===== src/design/pea_pkg.sv =====
/*
 * Package for the power/energy accumulator datapath: register offsets,
 * reset values, field layouts, mode codes and carrier structs.
 * Assumes a single 100 MHz clock and an AHB-Lite register bus.
 */
package pea_pkg;

    // ------------------------------------------------------------
    // Widths
    // ------------------------------------------------------------
    localparam int RAW_W   = 17;            // Signed converter result
    localparam int RES_W   = 16;            // Readable result width
    localparam int VOP_W   = 14;            // Voltage operand of product
    localparam int PWR_W   = 30;            // Power product width
    localparam int ACC_W   = 56;            // Energy accumulator width
    localparam int CNT_W   = 32;            // Sample counter width
    localparam int AVG_N   = 8;             // Rolling average depth
    localparam int AVG_SH  = 3;             // log2 of the average depth

    // ------------------------------------------------------------
    // Scaling constants
    // ------------------------------------------------------------
    localparam int SLOW_SHIFT  = 7;         // Low-rate sample weight 2^7
    localparam logic [CNT_W-1:0] SLOW_INC = 32'h0000_0080; // 128 per sample
    localparam logic [CNT_W-1:0] ONE_INC  = 32'h0000_0001;

    // Programmed adaptive rate codes
    localparam logic [1:0] RATE_1024 = 2'h0;
    localparam logic [1:0] RATE_256  = 2'h1;
    localparam logic [1:0] RATE_64   = 2'h2;
    localparam logic [1:0] RATE_8    = 2'h3;

    // ------------------------------------------------------------
    // Register byte offsets (each register one aligned word)
    // ------------------------------------------------------------
    localparam logic [7:0] OFS_CTRL    = 8'h00; // Modes, rate, adaptive
    localparam logic [7:0] OFS_CMD     = 8'h04; // Refresh commands
    localparam logic [7:0] OFS_STATUS  = 8'h08; // Permutation, low-rate, bipolar, fill state
    localparam logic [7:0] OFS_BUSV    = 8'h0c; // Snapshot bus voltage
    localparam logic [7:0] OFS_SENSEV  = 8'h10; // Snapshot sense voltage
    localparam logic [7:0] OFS_BUSAVG  = 8'h14; // Snapshot bus average
    localparam logic [7:0] OFS_SENSAVG = 8'h18; // Snapshot sense average
    localparam logic [7:0] OFS_POWER   = 8'h1c; // Snapshot power product
    localparam logic [7:0] OFS_ACC_LO  = 8'h20; // Snapshot accumulator low
    localparam logic [7:0] OFS_ACC_HI  = 8'h24; // Snapshot accumulator high
    localparam logic [7:0] OFS_COUNT   = 8'h28; // Snapshot sample count

    // Control field positions
    localparam int CTL_BUS_HALF  = 0;       // Bus half-range
    localparam int CTL_SNS_HALF  = 1;       // Sense half-range
    localparam int CTL_BUS_BIP   = 2;       // Bus signed
    localparam int CTL_SNS_BIP   = 3;       // Sense signed
    localparam int CTL_ADAPT     = 4;       // Adaptive accumulation
    localparam int CTL_RATE_LSB  = 5;       // Programmed rate, 2 bits
    localparam int CTL_SLOWREF   = 7;       // Refresh on low-rate pin edge
    localparam int CTL_W         = 8;
    localparam logic [CTL_W-1:0] CTL_RESET = 8'h10; // Adaptive on, refresh off

    // Command bits (write one to fire)
    localparam int CMD_FULL = 0;
    localparam int CMD_READ = 1;
    localparam int CMD_GEN  = 2;

    // ------------------------------------------------------------
    // Carriers
    // ------------------------------------------------------------
    typedef struct packed {
        logic             valid;            // Conversion finished pulse
        logic signed [RAW_W-1:0] busRaw;    // Signed bus result
        logic signed [RAW_W-1:0] senseRaw;  // Signed sense result
    } pea_sample_t;

    typedef struct packed {
        logic [RES_W-1:0] busV;
        logic [RES_W-1:0] senseV;
        logic [RES_W-1:0] busAvg;
        logic [RES_W-1:0] senseAvg;
        logic [PWR_W-1:0] power;
        logic [ACC_W-1:0] acc;
        logic [CNT_W-1:0] count;
    } pea_snap_t;

endpackage : pea_pkg


===== src/design/pea_accumulator.sv =====
/*
 * Power/energy accumulator datapath for one channel: range scaling,
 * eight-sample rolling average, signed power product, saturating
 * accumulator with adaptive low-rate scaling, refresh snapshots and an
 * AHB-Lite register slave.
 *
 * Assumes the converter delivers one signed sample pulse per
 * conversion cycle, synchronous to mclk.
 */
`timescale 1ns/10ps

module pea_accumulator #(
    parameter int AVG_DEPTH = pea_pkg::AVG_N        // Rolling average depth
) (
    input  wire logic                  mclk,
    input  wire logic                  nrst,
    // Converter side
    input  wire pea_pkg::pea_sample_t  sample,
    input  wire logic                  slowPin,
    output logic [1:0]                 permuteSel,
    output logic                       slowActive,
    output logic                       biPower,
    // AHB-Lite slave
    input  wire logic                  hsel,
    input  wire logic [7:0]            haddr,
    input  wire logic [1:0]            htrans,
    input  wire logic                  hwrite,
    input  wire logic [2:0]            hsize,
    input  wire logic                  hready,
    input  wire logic [31:0]           hwdata,
    output logic [31:0]                hrdata,
    output logic                       hreadyout,
    output logic                       hresp
);

    // ------------------------------------------------------------
    // Declarations
    // ------------------------------------------------------------
    logic [pea_pkg::CTL_W-1:0]         ctrl_r;        // Control register
    logic                              wrPend_r;      // Write data phase due
    logic [7:0]                        wrAddr_r;      // Latched write address

    logic                              refFull;       // Clear-and-copy pulse
    logic                              refRead;       // Copy-only pulse
    logic                              slowSync_r;    // Pin level last cycle
    logic                              slowEdgeRef;   // Pin edge refresh

    logic signed [pea_pkg::RAW_W-1:0]  busHist_r  [AVG_DEPTH]; // Bus window
    logic signed [pea_pkg::RAW_W-1:0]  senseHist_r[AVG_DEPTH]; // Sense window
    logic signed [pea_pkg::RAW_W+2:0]  busSum;        // Window sums
    logic signed [pea_pkg::RAW_W+2:0]  senseSum;
    logic [3:0]                        fill_r;        // Samples since reset

    logic signed [pea_pkg::PWR_W-1:0]  power;         // Current product
    logic signed [pea_pkg::PWR_W-1:0]  power_r;       // Last product
    logic signed [pea_pkg::ACC_W-1:0]  addend;        // Scaled extended product
    logic [pea_pkg::CNT_W-1:0]         cntInc;        // Count increment
    logic signed [pea_pkg::ACC_W:0]    accSum;        // One bit of headroom
    logic signed [pea_pkg::ACC_W-1:0]  acc_r;         // Energy accumulator
    logic [pea_pkg::CNT_W-1:0]         count_r;       // Sample counter

    logic signed [pea_pkg::RAW_W-1:0]  lastBus_r;     // Latest raw results
    logic signed [pea_pkg::RAW_W-1:0]  lastSense_r;
    pea_pkg::pea_snap_t                snap_r;        // Readable snapshot
    logic [2:0]                        shiftAmt;      // Adaptive shift

    // ------------------------------------------------------------
    // Presentation function
    // ------------------------------------------------------------
    // Map a signed 17-bit result onto the 16-bit readable format.
    // Unipolar drops the sign; full bipolar drops the extra LSB.
    // Half range keeps the low 16 bits, so resolution is not lost
    // even though the range is halved.
    function automatic logic [15:0] present(
        input logic signed [pea_pkg::RAW_W-1:0] raw,
        input logic                             half,
        input logic                             bip
    );
        logic [15:0] res;
        res = raw[15:0];
        if (bip && !half)
            res = raw[16:1];
        else if (bip && half)
            res = raw[15:0];
        return res;
    endfunction : present

    // ------------------------------------------------------------
    // AHB-Lite slave
    // ------------------------------------------------------------
    // Zero wait states; writes land in the data phase.
    always_ff @(posedge mclk)
    begin
        if (!nrst)
        begin
            wrPend_r <= 1'b0;
            wrAddr_r <= 8'h00;
        end
        else if (hready)
        begin
            wrPend_r <= hsel && htrans[1] && hwrite;
            wrAddr_r <= haddr;
        end
    end

    // Read data registered in the address phase for the data phase
    always_ff @(posedge mclk)
    begin
        if (!nrst)
            hrdata <= 32'h0000_0000;
        else if (hready && hsel && htrans[1] && !hwrite)
        begin
            case (haddr)
                pea_pkg::OFS_CTRL:    hrdata <= {24'h000000, ctrl_r};
                pea_pkg::OFS_STATUS:  hrdata <= {24'h000000, permuteSel, slowActive, biPower, fill_r};
                pea_pkg::OFS_BUSV:    hrdata <= {16'h0000, snap_r.busV};
                pea_pkg::OFS_SENSEV:  hrdata <= {16'h0000, snap_r.senseV};
                pea_pkg::OFS_BUSAVG:  hrdata <= {16'h0000, snap_r.busAvg};
                pea_pkg::OFS_SENSAVG: hrdata <= {16'h0000, snap_r.senseAvg};
                pea_pkg::OFS_POWER:   hrdata <= {2'h0, snap_r.power};
                pea_pkg::OFS_ACC_LO:  hrdata <= snap_r.acc[31:0];
                pea_pkg::OFS_ACC_HI:  hrdata <= {8'h00, snap_r.acc[55:32]};
                pea_pkg::OFS_COUNT:   hrdata <= snap_r.count;
                default:              hrdata <= 32'h0000_0000; // Unmapped reads zero
            endcase
        end
    end

    // Slave never stalls and never errors
    always_ff @(posedge mclk)
    begin
        if (!nrst)
        begin
            hreadyout <= 1'b0;
            hresp     <= 1'b0;
        end
        else
        begin
            hreadyout <= 1'b1;                             // Never stalls
            hresp     <= 1'b0;                             // Always OKAY
        end
    end

    // Control register; reset makes adaptive mode on, pin refresh off
    always_ff @(posedge mclk)
    begin
        if (!nrst)
            ctrl_r <= pea_pkg::CTL_RESET;
        else if (wrPend_r && wrAddr_r == pea_pkg::OFS_CTRL)
            ctrl_r <= hwdata[pea_pkg::CTL_W-1:0];
    end

    // Command decode; general call behaves as a full refresh
    assign refFull = (wrPend_r && wrAddr_r == pea_pkg::OFS_CMD
                      && (hwdata[pea_pkg::CMD_FULL] || hwdata[pea_pkg::CMD_GEN]))
                     || slowEdgeRef;
    assign refRead = wrPend_r && wrAddr_r == pea_pkg::OFS_CMD && hwdata[pea_pkg::CMD_READ];

    // ------------------------------------------------------------
    // Low-rate pin
    // ------------------------------------------------------------
    // The low-rate state takes the pin only between conversion cycles, so a
    // round robin in progress finishes at the old rate.
    always_ff @(posedge mclk)
    begin
        if (!nrst)
        begin
            slowSync_r <= 1'b0;
            slowActive <= 1'b0;
        end
        else
        begin
            slowSync_r <= slowPin;
            if (sample.valid)
                slowActive <= slowPin;
        end
    end

    // Optional refresh on any pin edge, off by default
    assign slowEdgeRef = ctrl_r[pea_pkg::CTL_SLOWREF] && (slowSync_r != slowPin);

    // ------------------------------------------------------------
    // Offset permutation
    // ------------------------------------------------------------
    // Step once per finished conversion
    always_ff @(posedge mclk)
    begin
        if (!nrst)
            permuteSel <= 2'h0;
        else if (sample.valid)
            permuteSel <= permuteSel + 2'h1;
    end

    // ------------------------------------------------------------
    // Rolling average
    // ------------------------------------------------------------
    // Shift window; a flat array costs area but sums in one cycle.
    genvar gi;
    generate
        for (gi = 0; gi < AVG_DEPTH; gi++)
        begin : g_hist
            localparam int PREV = (gi > 0) ? gi - 1 : 0; // Keeps slot 0 index in range
            always_ff @(posedge mclk)
            begin
                if (!nrst)
                begin
                    busHist_r[gi]   <= '0;
                    senseHist_r[gi] <= '0;
                end
                else if (sample.valid)
                begin
                    if (gi == 0)
                    begin
                        busHist_r[gi]   <= sample.busRaw;
                        senseHist_r[gi] <= sample.senseRaw;
                    end
                    else
                    begin
                        busHist_r[gi]   <= busHist_r[PREV];
                        senseHist_r[gi] <= senseHist_r[PREV];
                    end
                end
            end
        end
    endgenerate

    // Window sums; the divide is a shift
    always_comb
    begin
        busSum   = '0;
        senseSum = '0;
        for (int i = 0; i < AVG_DEPTH; i++)
        begin
            busSum   = busSum + (pea_pkg::RAW_W+3)'(busHist_r[i]);
            senseSum = senseSum + (pea_pkg::RAW_W+3)'(senseHist_r[i]);
        end
    end

    // Fill counter: averages trustworthy once eight cycles are in
    always_ff @(posedge mclk)
    begin
        if (!nrst)
            fill_r <= 4'h0;
        else if (sample.valid && fill_r < 4'(AVG_DEPTH))
            fill_r <= fill_r + 4'h1;
    end

    // ------------------------------------------------------------
    // Power product and accumulation
    // ------------------------------------------------------------
    // Sense times the top bits of bus, signed
    assign power = pea_pkg::PWR_W'($signed(sample.senseRaw)
                   * $signed(sample.busRaw[16:3]));

    // Adaptive scaling toward the top rate
    always_comb
    begin
        shiftAmt = 3'h0;
        if (ctrl_r[pea_pkg::CTL_ADAPT])
        begin
            if (slowActive)
                shiftAmt = 3'(pea_pkg::SLOW_SHIFT);
            else
            begin
                case (ctrl_r[pea_pkg::CTL_RATE_LSB +: 2])
                    pea_pkg::RATE_256: shiftAmt = 3'h2;
                    pea_pkg::RATE_64:  shiftAmt = 3'h4;
                    pea_pkg::RATE_8:   shiftAmt = 3'(pea_pkg::SLOW_SHIFT);
                    default:           shiftAmt = 3'h0;
                endcase
            end
        end
        addend = pea_pkg::ACC_W'(power) <<< shiftAmt;
        cntInc = pea_pkg::ONE_INC << shiftAmt;
        accSum = (pea_pkg::ACC_W+1)'(acc_r) + (pea_pkg::ACC_W+1)'(addend);
    end

    // One update per finished conversion; full refresh restarts
    always_ff @(posedge mclk)
    begin
        if (!nrst || refFull)
        begin
            acc_r   <= '0;
            count_r <= '0;
        end
        else if (sample.valid)
        begin
            // Overflow clamps to the signed limit
            if (accSum[pea_pkg::ACC_W] != accSum[pea_pkg::ACC_W-1])
                acc_r <= accSum[pea_pkg::ACC_W] ? {1'b1, {(pea_pkg::ACC_W-1){1'b0}}}
                                                : {1'b0, {(pea_pkg::ACC_W-1){1'b1}}};
            else
                acc_r <= accSum[pea_pkg::ACC_W-1:0];
            count_r <= count_r + cntInc;                   // Wraps silently
        end
    end

    // Latest raw results and product
    always_ff @(posedge mclk)
    begin
        if (!nrst)
        begin
            lastBus_r   <= '0;
            lastSense_r <= '0;
            power_r     <= '0;
        end
        else if (sample.valid)
        begin
            lastBus_r   <= sample.busRaw;
            lastSense_r <= sample.senseRaw;
            power_r     <= power;
        end
    end

    // Either signed measurement makes power and energy bipolar
    always_ff @(posedge mclk)
    begin
        if (!nrst)
            biPower <= 1'b0;
        else
            biPower <= ctrl_r[pea_pkg::CTL_BUS_BIP] || ctrl_r[pea_pkg::CTL_SNS_BIP];
    end

    // ------------------------------------------------------------
    // Snapshot on refresh
    // ------------------------------------------------------------
    // Any refresh copies the live values
    always_ff @(posedge mclk)
    begin
        if (!nrst)
            snap_r <= '0;
        else if (refFull || refRead)
        begin
            snap_r.busV     <= present(lastBus_r, ctrl_r[pea_pkg::CTL_BUS_HALF], ctrl_r[pea_pkg::CTL_BUS_BIP]);
            snap_r.senseV   <= present(lastSense_r, ctrl_r[pea_pkg::CTL_SNS_HALF], ctrl_r[pea_pkg::CTL_SNS_BIP]);
            snap_r.busAvg   <= present(pea_pkg::RAW_W'(busSum >>> pea_pkg::AVG_SH),
                                       ctrl_r[pea_pkg::CTL_BUS_HALF], ctrl_r[pea_pkg::CTL_BUS_BIP]);
            snap_r.senseAvg <= present(pea_pkg::RAW_W'(senseSum >>> pea_pkg::AVG_SH),
                                       ctrl_r[pea_pkg::CTL_SNS_HALF], ctrl_r[pea_pkg::CTL_SNS_BIP]);
            snap_r.power    <= power_r;
            snap_r.acc      <= acc_r;
            snap_r.count    <= count_r;
        end
    end

endmodule : pea_accumulator


===== config.mk =====
export PLATFORM = sky130hd
export DESIGN_NAME = pea_accumulator
export DESIGN_NICKNAME = d
export VERILOG_FILES = /design/src/design/pea_pkg.sv /design/src/design/pea_accumulator.sv
export SDC_FILE = /design/constraint.sdc
export NUM_CORES = 2
export LEC_CHECK = 0
export BUFFER_PORTS_ARGS = -buffer_cell sky130_fd_sc_hd__buf_2
export CAP_MARGIN = 30
export CELL_PAD_IN_SITES_DETAIL_PLACEMENT = 2
export CELL_PAD_IN_SITES_GLOBAL_PLACEMENT = 2
export CORE_UTILIZATION = 41
export DETAILED_ROUTE_END_ITERATION = 10
export PLACE_DENSITY_LB_ADDON = 0.1
export SLEW_MARGIN = 10
export SYNTH_ARGS = -nofsm -noshare
export SYNTH_HDL_FRONTEND = slang
export SYNTH_SLANG_ARGS = --single-unit

===== constraint.sdc =====
create_clock -name mclk -period 15.67 [get_ports mclk]
set_input_delay 3.134 -clock mclk [delete_from_list [all_inputs] [get_ports mclk]]
set_output_delay 3.134 -clock mclk [all_outputs]
set_load 0.05 [all_outputs]

==> metrics.log <==
INFO  metric post_synth_num_cell_types = 88
INFO  metric worst_path_most_repeated_cell = fa_1
INFO  metric critical_path.n_buffers_inverters = 6
INFO  metric num-fill-cells = 11.8k
INFO  metric tritoncts_buffer_count = 82
INFO  metric final_period_minus_worst_setup_slack = 13.11 ns
INFO  metric synth.area.top_cells = fa_1, edfxtp_1, dfxtp_1
INFO  metric yosysTopAreaCell = fa_1
INFO  metric synth-edff-count = 272
INFO  metric dpl_worst_slack = 1.85 ns
INFO  metric drt_drc_violations_left = 0
INFO  metric post-synth-top-area-fraction = 19.1%
INFO  metric clk_pin_slew = 0.06 ns
INFO  metric crit_path_max_incr_delay = 0.75 ns
INFO  metric met3_usage = 2.96%
INFO  metric chip_height = 336 um
INFO  metric max_slew.worst_pin.slew = 1.04 ns
INFO  metric portBuffers = 94
INFO  metric synth-async-reset-ratio = 0%
INFO  metric clk_latency = 0.69 ns
INFO  metric cts_setup_buffers = 0
INFO  metric dpl_cell_area = 47,500 um^2
INFO  metric worst-setup-path-type = input pin to flop
INFO  metric routed-via-count = 36.3k
INFO  metric ys_ff_latch = 665
INFO  metric tritoncts_clock_tree = built
INFO  metric number_of_nets_in_the_finished_design = 5,540
INFO  metric drt-initial-drc-count = 2,214
INFO  metric critical_path_arrival = 13.62 ns
INFO  metric cp_slowest_cell = a221oi_1
INFO  metric global_route_wire_length_before_repair = 247,000 um
INFO  metric postCtsResizedCells = 0
INFO  metric clock_sinks = 665
INFO  metric first_drt_pass_iteration_count = 5
INFO  metric postLayoutCoreUtil = 45.5%
INFO  metric initial_utilization = 41.3%
INFO  metric end_kind = flop
INFO  metric placer_congestion_estimate = 0.902
INFO  metric max_cap_violations = 0
INFO  metric vias_per_cell = 5.67
INFO  metric floorplan.core_area = 111,000 um^2
INFO  metric outcome = finished clean
INFO  metric dieWidth = 336 um
INFO  metric timing.final.hold_violations = 0
INFO  metric setup_tns = 0 ns
INFO  metric cts_buffer_depth = 3
INFO  metric rows = 122
INFO  metric detail-route-antenna-nets = 0
INFO  metric met2_global_route_usage = 51.1%
INFO  metric post_synth.cell_area_avg = 9.36 um^2
INFO  metric synth_warnings = 0
INFO  metric pin_count_of_the_biggest_net_entering_global_routing = 190
INFO  metric final_count_of_negative_setup_slack_endpoints = 0
INFO  metric global_route.overflow_total = 0
INFO  metric cp_data_required_time = 16.18 ns
INFO  metric initial_antenna_violation_count = 6
INFO  metric mapped_cells = 4,890
INFO  metric combined_area_of_all_synthesized_cells = 45,800 um^2
INFO  metric avgRoutedWirePerCell = 25.1 um
INFO  metric cp-start-kind = input pin
INFO  metric top_level_ports = 124
INFO  metric layout_worst_path_cycle_share = 83.7%
INFO  metric rsz0062_at_grt = no
INFO  metric final_number_of_max_transition_violations = 0
INFO  metric min_path_type = flop to flop
INFO  metric clock-skew-final = 0.0542 ns
INFO  metric max_freq = 76.3 MHz
INFO  metric layout-drive-gt1-share = 6.56%
INFO  metric worst_path_dominant_cell_family = adder cells
INFO  metric finalWirelength = 160,000 um
INFO  metric synth.yosys.seq_area_share = 35.0%
INFO  metric postCtsHoldBufs = 0
INFO  metric htreeDepth = 3
INFO  metric die-area = 113,000 um^2
INFO  metric post-route-cell-area = 50,300 um^2
INFO  metric cts_root_buf = clkbuf_16
INFO  metric area.growth.synth_to_final = 10.0%
INFO  metric grt_most_used_layer = met2
INFO  metric gr-usage-met1 = 36.9%
INFO  metric dpl.hpwl = 117,000 um
INFO  metric overall_fraction_of_global_route_tracks_in_use = 28.7%
INFO  metric post-route-worst-setup-slack = 2.56 ns
INFO  metric number_of_global_route_vias_before_repair = 40.3k
INFO  metric synth_flop_cell = dfxtp_1
INFO  metric relSlewSlack = 31.0%
INFO  metric critical_path_peak_fanout = 20
worst paths after layout:
check,startpoint,endpoint,slack (ns),cells past startpoint
max reg2reg,ctrl_r[4],acc_r[29],9.50,21
min reg2reg,snap_r[30],snap_r[30],0.45,2
max,sample[26],acc_r[9],2.56,31
min,snap_r[30],snap_r[30],0.45,2
worst register-to-register path, stage by stage, from the launching register on:
cell and delay, ns:
dfxtp_1 0.73, clkinv_1 0.15, buf_4 0.23, nor2_1 0.17
nand2_1 0.38, inv_1 0.53, nand2_1 0.11, o211ai_1 0.12
o21ai_0 0.19, mux2i_1 0.20, ha_1 0.26, nor3_1 0.08
o31ai_1 0.49, nand4_1 0.31, o311ai_1 0.47, nand4_1 0.18
and3_2 0.29, xnor2_2 0.14, buf_4 0.23, a21oi_2 0.16
buf_4 0.44, a21oi_1 0.16
stage by stage:
step           hold WS (ns)  instances
6_report              0.455       6398
3_3_place_gp          0.435       6242
4_1_cts               0.448       6393
2_1_floorplan         0.425       4894
3_5_place_dp          0.447       6245
5_1_grt               0.474       6397
metal layers:
metal / up-vias / wire length, um
met5: - / 0
met4: 0 / 4490
met3: 246 / 5520
met2: 624 / 81000
met1: 19100 / 69400
li1: 16400 / -
cells by family (layout without fill, tap and decap cells):
kind of cell               Yosys count  in the layout  share of synthesized area, %
AOI/OAI and AO/OA                 1045           1045                          14.4
xor gates and xnor gates           134            134                          2.60
adders and majority gates          621            621                          24.1
buffers and inverters              852            866                          7.09
DFF                                665            665                          35.0
muxes                               54             54                          1.19
other                                2              8                        0.0164
and+or+nand+nor                   1517           1517                          15.6
cells in the final DEF, fill, tap and decap left out, types with 174 or more instances in the layout:
cell type  count
a21oi_1      374
and3_1       228
dfxtp_1      393
edfxtp_1     272
fa_1         436
ha_1         174
inv_1        567
nand2_1      577
nor2_1       329
o21ai_0      205
final cells by class:
cell class / count / area (um^2) / area share (%)
Tap cell: 1488 / 1860 / 3.70
Sequential cell: 665 / 16000 / 31.9
Clock buffer: 119 / 2440 / 4.84
Clock inverter: 29 / 337 / 0.669
Timing Repair Buffer: 148 / 975 / 1.94
Multi-Input combinational cell: 3377 / 26500 / 52.7
Inverter: 570 / 2150 / 4.28
Antenna cell: 2 / 5.00 / 0.00994
flip-flops by register name, summed over array words and instances, names as in the netlist, 30 cells and up:
signal and count:
acc_r 56, power_r 30, count_r 32, hrdata 32
busHist_r 136, snap_r 182, senseHist_r 136
synth_stat cells (51+ instances only):
| master | n |
|---|---|
| nand2_1 | 578 |
| inv_1 | 568 |
| fa_1 | 436 |
| dfxtp_1 | 393 |
| a21oi_1 | 374 |
| nor2_1 | 335 |
| edfxtp_1 | 272 |
| clkbuf_1 | 257 |
| and3_1 | 228 |
| o21ai_0 | 205 |
| ha_1 | 174 |
| and2_1 | 137 |
| xnor2_1 | 93 |
| a21o_1 | 69 |
| a22oi_1 | 59 |
| mux2i_1 | 51 |
Power is not shown: default switching activity piles up to over one toggle a cycle in this logic, so the estimate is an artifact.
